[config.mk]
export PLATFORM = sky130hd
export DESIGN_NAME = tcw_channel
export DESIGN_NICKNAME = d
export VERILOG_FILES = /design/src/core/tcw_pkg.sv /design/src/core/tcw_channel.sv /design/src/core/tcw_edge.sv /design/src/core/tcw_prescale.sv
export SDC_FILE = /design/constraint.sdc
export NUM_CORES = 1
export LEC_CHECK = 0
export BUFFER_PORTS_ARGS = -buffer_cell sky130_fd_sc_hd__buf_4
export CAP_MARGIN = 20
export CORE_MARGIN = 3
export CORE_UTILIZATION = 45
export DETAILED_ROUTE_END_ITERATION = 8
export GPL_ROUTABILITY_DRIVEN = 0
export PLACE_DENSITY = 0.75
export SLEW_MARGIN = 25
export SYNTH_ARGS = -nofsm -noshare
export SYNTH_HDL_FRONTEND = slang
export SYNTH_HIERARCHICAL = 1
export SYNTH_SLANG_ARGS = --single-unit
export TNS_END_PERCENT = 30
[constraint.sdc]
create_clock -name pclk -period 4.5 [get_ports pclk]
set_input_delay 0.225 -clock pclk [delete_from_list [all_inputs] [get_ports pclk]]
set_output_delay 0.225 -clock pclk [all_outputs]
set_load 0.03 [all_outputs]
[src/core/tcw_pkg.sv]
// Package of constants and types for the waveform-mode timer channel.
// Notes on behaviour
// - Clock invert picks rising or falling count edge
// - Gating field ANDs ext clock 0/1/2 in
// - Stop bit halts clock on period match
// - Disable bit disables clock on period match
// - Event edge field: none, rise, fall, both
// - Event source: line B or ext clocks
// - Line B as event source becomes input
// - Event trigger resets counter, starts clock
// - Period trigger resets counter, starts clock
// - Mode bit selects pattern or capture mode
// - Match A acts on line A
// - Period match acts on line A
// - External event acts on line A
// - Software trigger acts on line A
// - Match B acts on line B
// - Period match acts on line B
// - External event acts on line B
// - Software trigger acts on line B
// - Count value register reads live count
// - Compare A writable only in pattern mode
// - Compare B writable only in pattern mode
// - Period compare C always read/write
// - Soft trigger resets counter, starts clock
package tcw_pkg;
  // ---------------------------------------------------------------
  // Register offsets
  // ---------------------------------------------------------------
  localparam logic [7:0] TCW_OFF_CTRL  = 8'h00;
  localparam logic [7:0] TCW_OFF_MODE  = 8'h04;
  localparam logic [7:0] TCW_OFF_COUNT = 8'h10;
  localparam logic [7:0] TCW_OFF_CMPA  = 8'h14;
  localparam logic [7:0] TCW_OFF_CMPB  = 8'h18;
  localparam logic [7:0] TCW_OFF_CMPC  = 8'h1C;
  localparam logic [7:0] TCW_OFF_STAT  = 8'h20;
  // ---------------------------------------------------------------
  // Control command bits
  // ---------------------------------------------------------------
  localparam int TCW_CMD_CLKEN  = 0;
  localparam int TCW_CMD_CLKDIS = 1;
  localparam int TCW_CMD_SWTRIG = 2;
  // ---------------------------------------------------------------
  // Mode field positions
  // ---------------------------------------------------------------
  localparam int TCW_M_CLKSEL  = 0;
  localparam int TCW_M_CLKINV  = 3;
  localparam int TCW_M_GATE    = 4;
  localparam int TCW_M_STOP    = 6;
  localparam int TCW_M_DIS     = 7;
  localparam int TCW_M_EVEDGE  = 8;
  localparam int TCW_M_EVSRC   = 10;
  localparam int TCW_M_EVTRIG  = 12;
  localparam int TCW_M_PERTRIG = 14;
  localparam int TCW_M_WAVE    = 15;
  localparam int TCW_M_A_MA    = 16;
  localparam int TCW_M_A_PC    = 18;
  localparam int TCW_M_A_EV    = 20;
  localparam int TCW_M_A_SW    = 22;
  localparam int TCW_M_B_MB    = 24;
  localparam int TCW_M_B_PC    = 26;
  localparam int TCW_M_B_EV    = 28;
  localparam int TCW_M_B_SW    = 30;
  // ---------------------------------------------------------------
  // Status bit positions and reset values
  // ---------------------------------------------------------------
  localparam int TCW_S_CLKON = 16;
  localparam int TCW_S_LINEA = 17;
  localparam int TCW_S_LINEB = 18;
  localparam logic [31:0] TCW_MODE_RST = 32'h0000_0000;
  localparam logic [15:0] TCW_VAL_RST  = 16'h0000;
  // ---------------------------------------------------------------
  // Internal prescaler divisors
  // ---------------------------------------------------------------
  localparam int TCW_DIV_W = 10;
  localparam logic [TCW_DIV_W-1:0] TCW_DIV2    = 10'h001;
  localparam logic [TCW_DIV_W-1:0] TCW_DIV8    = 10'h007;
  localparam logic [TCW_DIV_W-1:0] TCW_DIV32   = 10'h01F;
  localparam logic [TCW_DIV_W-1:0] TCW_DIV128  = 10'h07F;
  localparam logic [TCW_DIV_W-1:0] TCW_DIV1024 = 10'h3FF;
  // Line action codes.
  typedef enum logic [1:0] {
    TCW_ACT_NONE = 2'h0, TCW_ACT_SET = 2'h1, TCW_ACT_CLR = 2'h2, TCW_ACT_TGL = 2'h3
  } tcw_act_type;
  // Apply one two-bit action to a line level.
  function automatic logic tcw_apply(input logic [1:0] act, input logic lvl);
    case (act)
      2'h1:    tcw_apply = 1'b1;
      2'h2:    tcw_apply = 1'b0;
      2'h3:    tcw_apply = ~lvl;
      default: tcw_apply = lvl;
    endcase
  endfunction
endpackage

[src/core/tcw_channel.sv]
// Timer channel in waveform mode with its APB register file.
//
// Implementation choice: the APB interface to the registers.
`timescale 1ns/1ps
module tcw_channel (
  // APB clock and reset
  input  wire logic        pclk,
  input  wire logic        presetn,
  // APB slave
  input  wire logic        psel,
  input  wire logic        penable,
  input  wire logic        pwrite,
  input  wire logic [7:0]  paddr,
  input  wire logic [31:0] pwdata,
  output logic [31:0]      prdata,
  output logic             pready,
  output logic             pslverr,
  // External clock inputs
  input  wire logic        ext_clock_in_0,
  input  wire logic        ext_clock_in_1,
  input  wire logic        ext_clock_in_2,
  // Channel line A (output, enable low drives)
  output logic             channel_line_a_o,
  output logic             channel_line_a_oe_n,
  // Channel line B (two-way)
  input  wire logic        channel_line_b_i,
  output logic             channel_line_b_o,
  output logic             channel_line_b_oe_n
);
  import tcw_pkg::*;

  // ---------------------------------------------------------------
  // State
  // ---------------------------------------------------------------
  logic [31:0] mode_r;
  logic [15:0] count_r;
  logic [15:0] cmpa_r;
  logic [15:0] cmpb_r;
  logic [15:0] cmpc_r;
  logic        clk_en_r;
  logic        stopped_r;
  logic        line_a_r;
  logic        line_b_r;
  logic        clk_prev_r;
  logic [31:0] prdata_r;
  logic        pready_r;
  logic        pslverr_r;
  logic        a_oe_n_r;
  logic        b_oe_n_r;

  // ---------------------------------------------------------------
  // Mode field decode
  // ---------------------------------------------------------------
  wire [2:0] clk_sel    = mode_r[TCW_M_CLKSEL +: 3];
  wire       clock_edge_invert = mode_r[TCW_M_CLKINV];
  wire [1:0] gate_sel   = mode_r[TCW_M_GATE +: 2];
  wire       stop_on_period_match    = mode_r[TCW_M_STOP];
  wire       disable_on_period_match = mode_r[TCW_M_DIS];
  wire [1:0] event_edge_select  = mode_r[TCW_M_EVEDGE +: 2];
  wire [1:0] event_input_select = mode_r[TCW_M_EVSRC +: 2];
  wire       event_trigger_enable        = mode_r[TCW_M_EVTRIG];
  wire       period_match_trigger_enable = mode_r[TCW_M_PERTRIG];
  wire       wave_mode = mode_r[TCW_M_WAVE];
  wire [1:0] line_a_on_match_a      = mode_r[TCW_M_A_MA +: 2];
  wire [1:0] line_a_on_period_match = mode_r[TCW_M_A_PC +: 2];
  wire [1:0] line_a_on_event        = mode_r[TCW_M_A_EV +: 2];
  wire [1:0] line_a_on_soft_trigger = mode_r[TCW_M_A_SW +: 2];
  wire [1:0] line_b_on_match_b      = mode_r[TCW_M_B_MB +: 2];
  wire [1:0] line_b_on_period_match = mode_r[TCW_M_B_PC +: 2];
  wire [1:0] line_b_on_event        = mode_r[TCW_M_B_EV +: 2];
  wire [1:0] line_b_on_soft_trigger = mode_r[TCW_M_B_SW +: 2];

  // ---------------------------------------------------------------
  // APB decode
  // ---------------------------------------------------------------
  wire wr_acc  = psel & penable & pwrite & pready_r;
  wire rd_setup = psel & ~penable;
  wire hit_ctrl = (paddr == TCW_OFF_CTRL);
  wire hit_mode = (paddr == TCW_OFF_MODE);
  wire hit_cnt  = (paddr == TCW_OFF_COUNT);
  wire hit_a    = (paddr == TCW_OFF_CMPA);
  wire hit_b    = (paddr == TCW_OFF_CMPB);
  wire hit_c    = (paddr == TCW_OFF_CMPC);
  wire hit_st   = (paddr == TCW_OFF_STAT);
  wire mapped   = hit_ctrl | hit_mode | hit_cnt | hit_a | hit_b | hit_c | hit_st;
  wire cmd_en   = wr_acc & hit_ctrl & pwdata[TCW_CMD_CLKEN];
  wire cmd_dis  = wr_acc & hit_ctrl & pwdata[TCW_CMD_CLKDIS];
  wire soft_trigger_command = wr_acc & hit_ctrl & pwdata[TCW_CMD_SWTRIG];
  wire wr_mode  = wr_acc & hit_mode;
  wire wr_a     = wr_acc & hit_a & wave_mode;
  wire wr_b     = wr_acc & hit_b & wave_mode;
  wire wr_c     = wr_acc & hit_c;

  // ---------------------------------------------------------------
  // Counter clock selection, gating and edge
  // ---------------------------------------------------------------
  logic presc_tick;
  tcw_prescale u_presc (
    .pclk    (pclk),
    .presetn (presetn),
    .sel     (clk_sel),
    .tick    (presc_tick)
  );
  wire ext_sel = (clk_sel == 3'h5) ? ext_clock_in_0 :
                 (clk_sel == 3'h6) ? ext_clock_in_1 : ext_clock_in_2;
  wire gate_lvl = (gate_sel == 2'h1) ? ext_clock_in_0 :
                  (gate_sel == 2'h2) ? ext_clock_in_1 :
                  (gate_sel == 2'h3) ? ext_clock_in_2 : 1'b1;
  wire clk_lvl  = ext_sel & gate_lvl;
  wire ext_rise = clk_lvl & ~clk_prev_r;
  wire ext_fall = ~clk_lvl & clk_prev_r;
  wire ext_step = clock_edge_invert ? ext_fall : ext_rise;
  wire int_step = presc_tick & gate_lvl;
  wire src_step = clk_sel[2] & (clk_sel != 3'h4) ? ext_step : int_step;
  wire step     = src_step & clk_en_r & ~stopped_r & wave_mode;

  // ---------------------------------------------------------------
  // External event source and edge detection
  // ---------------------------------------------------------------
  wire b_is_input = (event_input_select == 2'h0);
  wire ev_lvl = (event_input_select == 2'h1) ? ext_clock_in_0 :
                (event_input_select == 2'h2) ? ext_clock_in_1 :
                (event_input_select == 2'h3) ? ext_clock_in_2 : channel_line_b_i;
  logic ev_hit;
  tcw_edge u_ev (
    .pclk    (pclk),
    .presetn (presetn),
    .level   (ev_lvl),
    .sel     (event_edge_select),
    .hit     (ev_hit)
  );
  wire event_fire = ev_hit & wave_mode;

  // ---------------------------------------------------------------
  // Compare matches and triggers
  // ---------------------------------------------------------------
  wire [15:0] count_inc = count_r + 16'h0001;
  wire match_a = step & (count_inc == cmpa_r);
  wire match_b = step & (count_inc == cmpb_r);
  wire match_c = step & (count_inc == cmpc_r);
  wire ev_trig = event_fire & event_trigger_enable;
  wire pc_trig = match_c & period_match_trigger_enable;
  wire restart = soft_trigger_command | ev_trig | pc_trig;

  // Next counter: a trigger resets it, otherwise an enabled step counts.
  wire [15:0] count_nxt = restart ? TCW_VAL_RST : (step ? count_inc : count_r);

  // Clock enable: disable wins over enable; triggers restart the clock.
  wire clk_en_nxt = (cmd_dis | (match_c & disable_on_period_match)) ? 1'b0 :
                    (cmd_en | restart) ? 1'b1 : clk_en_r;
  // A stopping match wins over a trigger or enable that lands in the same cycle.
  wire stop_nxt = (match_c & stop_on_period_match) ? 1'b1 :
                  (restart | cmd_en) ? 1'b0 : stopped_r;

  // ---------------------------------------------------------------
  // Line actions, lowest to highest priority: match, event, software
  // ---------------------------------------------------------------
  wire a_s1 = match_a ? tcw_apply(line_a_on_match_a, line_a_r) : line_a_r;
  wire a_s2 = match_c ? tcw_apply(line_a_on_period_match, a_s1) : a_s1;
  wire a_s3 = event_fire ? tcw_apply(line_a_on_event, a_s2) : a_s2;
  wire a_nxt = soft_trigger_command ? tcw_apply(line_a_on_soft_trigger, a_s3) : a_s3;
  wire b_s1 = match_b ? tcw_apply(line_b_on_match_b, line_b_r) : line_b_r;
  wire b_s2 = match_c ? tcw_apply(line_b_on_period_match, b_s1) : b_s1;
  wire b_s3 = event_fire ? tcw_apply(line_b_on_event, b_s2) : b_s2;
  wire b_nxt = soft_trigger_command ? tcw_apply(line_b_on_soft_trigger, b_s3) : b_s3;

  // ---------------------------------------------------------------
  // Read data
  // ---------------------------------------------------------------
  wire [31:0] stat_w = {13'h0000, line_b_r, line_a_r, clk_en_r & ~stopped_r, 16'h0000};
  wire [31:0] rd_mux = hit_mode ? mode_r :
                       hit_cnt  ? {16'h0000, count_r} :
                       hit_a    ? {16'h0000, cmpa_r} :
                       hit_b    ? {16'h0000, cmpb_r} :
                       hit_c    ? {16'h0000, cmpc_r} :
                       hit_st   ? stat_w : 32'h0000_0000;

  // Mode and compare registers; upper write bits are dropped for the compare registers.
  always_ff @(posedge pclk or negedge presetn) begin
    if (!presetn) begin
      mode_r <= TCW_MODE_RST;
      cmpa_r <= TCW_VAL_RST;
      cmpb_r <= TCW_VAL_RST;
      cmpc_r <= TCW_VAL_RST;
    end else begin
      if (wr_mode) mode_r <= pwdata;
      if (wr_a) cmpa_r <= pwdata[15:0];
      if (wr_b) cmpb_r <= pwdata[15:0];
      if (wr_c) cmpc_r <= pwdata[15:0];
    end
  end

  // Counter, clock state and edge history.
  always_ff @(posedge pclk or negedge presetn) begin
    if (!presetn) begin
      count_r    <= TCW_VAL_RST;
      clk_en_r   <= 1'b0;
      stopped_r  <= 1'b0;
      clk_prev_r <= 1'b0;
    end else begin
      count_r    <= count_nxt;
      clk_en_r   <= clk_en_nxt;
      stopped_r  <= stop_nxt;
      clk_prev_r <= clk_lvl;
    end
  end

  // Channel lines and their drive enables.
  always_ff @(posedge pclk or negedge presetn) begin
    if (!presetn) begin
      line_a_r <= 1'b0;
      line_b_r <= 1'b0;
      a_oe_n_r <= 1'b1;
      b_oe_n_r <= 1'b1;
    end else begin
      line_a_r <= a_nxt;
      line_b_r <= b_nxt;
      a_oe_n_r <= ~wave_mode;
      b_oe_n_r <= ~wave_mode | b_is_input;
    end
  end

  // APB answer: one wait state, data taken at the access edge.
  always_ff @(posedge pclk or negedge presetn) begin
    if (!presetn) begin
      prdata_r  <= 32'h0000_0000;
      pready_r  <= 1'b0;
      pslverr_r <= 1'b0;
    end else begin
      pready_r  <= psel & penable & ~pready_r;
      pslverr_r <= psel & penable & ~pready_r & ~mapped;
      if (rd_setup | (psel & penable & ~pready_r)) prdata_r <= mapped ? rd_mux : 32'h0000_0000;
    end
  end

  assign prdata              = prdata_r;
  assign pready              = pready_r;
  assign pslverr             = pslverr_r;
  assign channel_line_a_o    = line_a_r;
  assign channel_line_a_oe_n = a_oe_n_r;
  assign channel_line_b_o    = line_b_r;
  assign channel_line_b_oe_n = b_oe_n_r;
endmodule

[src/core/tcw_edge.sv]
// Edge detector with selectable edge sense for one sampled level.
`timescale 1ns/1ps
module tcw_edge (
  // Clock and reset
  input  wire logic       pclk,
  input  wire logic       presetn,
  // Level and selection
  input  wire logic       level,
  input  wire logic [1:0] sel,
  // Detected edge pulse
  output logic            hit
);
  import tcw_pkg::*;

  logic prev_r;
  wire  rise = level & ~prev_r;
  wire  fall = ~level & prev_r;

  // Select which edges count: none, rising, falling or both.
  assign hit = (sel == 2'h1) ? rise : (sel == 2'h2) ? fall : (sel == 2'h3) ? (rise | fall) : 1'b0;

  // Remember the previous level.
  always_ff @(posedge pclk or negedge presetn) begin
    if (!presetn) begin
      prev_r <= 1'b0;
    end else begin
      prev_r <= level;
    end
  end
endmodule

[src/core/tcw_prescale.sv]
// Free-running divider of the bus clock giving prescaler enable pulses.
`timescale 1ns/1ps
module tcw_prescale (
  // Clock and reset
  input  wire logic       pclk,
  input  wire logic       presetn,
  // Selection of the internal divisor
  input  wire logic [2:0] sel,
  // One-cycle tick
  output logic            tick
);
  import tcw_pkg::*;

  logic [TCW_DIV_W-1:0] cnt_r;
  wire  [TCW_DIV_W-1:0] lim = (sel == 3'h0) ? TCW_DIV2 :
                              (sel == 3'h1) ? TCW_DIV8 :
                              (sel == 3'h2) ? TCW_DIV32 :
                              (sel == 3'h3) ? TCW_DIV128 : TCW_DIV1024;

  // Tick when the shared counter wraps at the selected mask.
  assign tick = ((cnt_r & lim) == lim);

  // Count bus clock cycles.
  always_ff @(posedge pclk or negedge presetn) begin
    if (!presetn) begin
      cnt_r <= '0;
    end else begin
      cnt_r <= cnt_r + 1'b1;
    end
  end
endmodule

==> flow_summary_export.csv <==
group,metric,value,unit
outcome,status,"finished clean",
clocking,cts.reportedPaths.clkPinSlew,0.06,ns
clocking,clk_latency,0.43,ns
clocking,cts_resized,0,
die,start_util,46.7,%
yosys,yosys.area_share.simple,19.3,%
drt,drt_iter0_markers,690,
clocking,htreeDepth,4,
final_layout,antenna_cells,0,
timing,fin_crit_sh,85.0,%
critical_path,cp.arrival,4.14,ns
drt,dr_total_vias,7320,
clocking,root_buffer,"clkbuf_16",
final_layout,nFillCells,1664,
timing,min_period,3.83,ns
critical_path,critical_path.cell_chain,"ha_1 -> nand4_2 -> or4_1 -> xnor2_1 -> o21ai_0 -> nand3_2 -> nor4_4 -> a211oi_1 -> a211oi_1 -> a211oi_2 -> mux2i_1",
critical_path,cp_slowest_stage_delay,0.70,ns
clocking,cts_buffers,17,
yosys,yosys_register_bits,148,
timing,hold_violations,0,
global_route,grt_max_degree,52,
final_layout,syn2layout_area_growth,16.4,%
yosys,synth_top_family_by_area,"simple AND/OR/NAND/NOR gates",
placement,portBuffers,86,
critical_path,crit_path_end_kind,"register",
die,coreArea,19000,sq um
flow_run,maxCapViolations,0,
min_path,hold_class,"input pin to register",
drt,first_pass_iters,5,
final_layout,drive_gt1_share,27.9,%
timing,rsz0062_at_grt,"false",
critical_path,worstSetupPathType,"register to register",
yosys,postSynthAreaPerCell,10.4,sq um
critical_path,crit_required,4.81,ns
timing,drv_slew,0,
power,p_leak,4.60,nW
clocking,clock-sinks,148,
critical_path,cp_common_cell,"a211oi_1",
yosys,synth-edff-count,0,
final_layout,nets,976,
yosys,synthFlopType,"dfrtp_1",
die,die_area,21500,sq um
die,dieWidth,147,um
timing,setup_violations,0,
yosys,async_reset_ff_share,100,%
power,ir_worst_vdd,0.249,mV
critical_path,path_delay_family,"simple AND/OR/NAND/NOR gates",
die,row_count,50,
global_route,grt-ovfl-total,0,
critical_path,cp-start-kind,"register",
yosys,synth_compound_area_share,11.8,%
placement,post-dp-hpwl,18.8,mm
timing,worstMarginPinSlew,1.03,ns
global_route,grt_pass1_wl,41.1,mm
critical_path,path_buf_inv,0,
yosys,yosysWarnings,6,
timing,fmax,0.261,GHz
power,fin_total_pwr,3.04,mW
yosys,synth_fa_ha_area_share,0.563,%
die,pin_count,87,
yosys,synth_nets,904,
yosys,synth-seq-area-share,41.7,%
yosys,ys_types,96,
global_route,antenna_found_initial,0,
drt,drc,0,
drt,antenna_left,0,
global_route,grt_use_total,24.2,%
yosys,synth_cells,851,
timing,tns,0,ns
critical_path,cp_max_fo,9,
yosys,synthesis.area,8880,sq um
timing,skew,0.0117,ns
power,p_per_area,294,nW/um^2
timing,slew_headroom,31.6,%
placement,place_area,9710,sq um
yosys,muxShareOfSynthArea,14.6,%
clocking,cts_tree,"done",
clocking,clock_path_buffers,2,
final_layout,final_area,10300,sq um
final_layout,final_common_cell,"dfrtp_1",
die,die_y,147,um
global_route,grt_pass1_vias,7194,
final_layout,final_cell_mix,"dfrtp_1, buf_4, nand2_1",
drt,wl,25.9,mm
drt,via_per_inst,6.12,
drt,post_drt_wl_per_cell,21.7,um
yosys,synth-xor-area-share,7.76,%
critical_path,critPathSlowestCell,"or4_1",
[cells in the mapped netlist (7+ instances only)]
cell      number  area share [%]
dfrtp_1      146              41
nand2_1       81             3.4
mux2_2        72             9.1
nor2_1        57             2.4
xnor2_1       51             5.0
o21ai_0       38             2.1
nand3_1       34             1.9
mux2i_1       23             2.6
inv_1         22            0.93
xor2_1        20             2.0
nand4_1       18             1.3
clkbuf_1      17            0.72
a21oi_1       16            0.90
a221oi_1      16             1.6
nor3_1        14            0.79
nor2b_1       12            0.84
buf_2         10            0.56
buf_1          9            0.38
mux2_1         9             1.1
mux4_2         7             1.8
[where the power goes]
group	internal [mW]	switching, mW	total (mW)
logic	0.0769	0.127	0.204
clock network	0.921	0.564	1.48
registers	1.34	0.0118	1.35
[worst paths after layout]
kind / start / endpoint / slack (ns) / cells after the start
max: count_r[0] / channel_line_a_o / 0.67 / 11
min: pwdata[24] / mode_r[24] / 0.03 / 2
max reg2reg: count_r[0] / channel_line_a_o / 0.67 / 11
min reg2reg: prdata[24] / prdata[24] / 0.47 / 2
max in group asynchronous: presetn / prdata[23] / 3.15 / 3
min in group asynchronous: presetn / u_presc/cnt_r[7] / 0.30 / 2
[per-layer routing]
layer | vias to the layer above | share of wire (%) | global-route usage, %
met2 | 357 | 44 | 35.8
met3 | 55 | 8.8 | 5.87
li1 | 3252 | - | -
met1 | 3656 | 44 | 35.0
met4 | 0 | 2.3 | 7.62
met5 | - | 0 | 0
[per-stage QoR]
stage	utilization (%)	worst slack (ns)	hold slack (ns)	instances
after global routing	54.4	0.390	0.0311	1196
final	54.4	0.674	0.0254	1196
after global placement	51.1	0.866	0.198	1163
after floorplan	-	1.30	-0.0706	851
after CTS	54.4	0.735	0.0177	1196
after detailed placement	51.1	0.747	0.204	1163
[final cells by class]
cell class              instances  area (sq um)  area share (%)
multi-input cells             629          4820            46.6
flip-flops and latches        148          3710            35.8
clock inverters                10           146            1.42
well taps                     260           325            3.15
inverters                      24          90.1           0.871
clock buffers                  22           474            4.59
repair buffers                103           779            7.54
[logic make-up (layout without fill, tap and decap cells)]
logic type | count (synthesis) | after routing
and+or+nand+nor | 299 | 299
AOI/OAI and AO/OA | 141 | 141
buffers and inverters | 74 | 159
DFF | 148 | 148
adders and majority gates | 4 | 4
muxes | 111 | 111
xor gates and xnor gates | 74 | 74
[worst register-to-register path: stages, from the launching register on]
cell and delay (ns):
dfrtp_1 0.57, ha_1 0.39, nand4_2 0.29, or4_1 0.70
xnor2_1 0.16, o21ai_0 0.32, nand3_2 0.17, nor4_4 0.40
a211oi_1 0.19, a211oi_1 0.28, a211oi_2 0.11, mux2i_1 0.13
[sequential cells by signal, indices dropped and copies added, names as in the netlist]
register	count
prdata	32
u_ev/prev_r	1
u_presc/cnt_r	10
count_r	16
cmpb_r	16
clk_en_r	1
channel_line_a_oe_n	1
pslverr	1
stopped_r	1
channel_line_b_o	1
pready	1
cmpa_r	16
channel_line_a_o	1
channel_line_b_oe_n	1
cmpc_r	16
clk_prev_r	1
mode_r	32
[timing repair]
item                                   4_1_cts  5_1_grt
buffers inserted                             0        0
endpoints found under the hold margin       49        0
hold buffers                                 1        0
No activity file was read; power rests on OpenSTA's default activity.
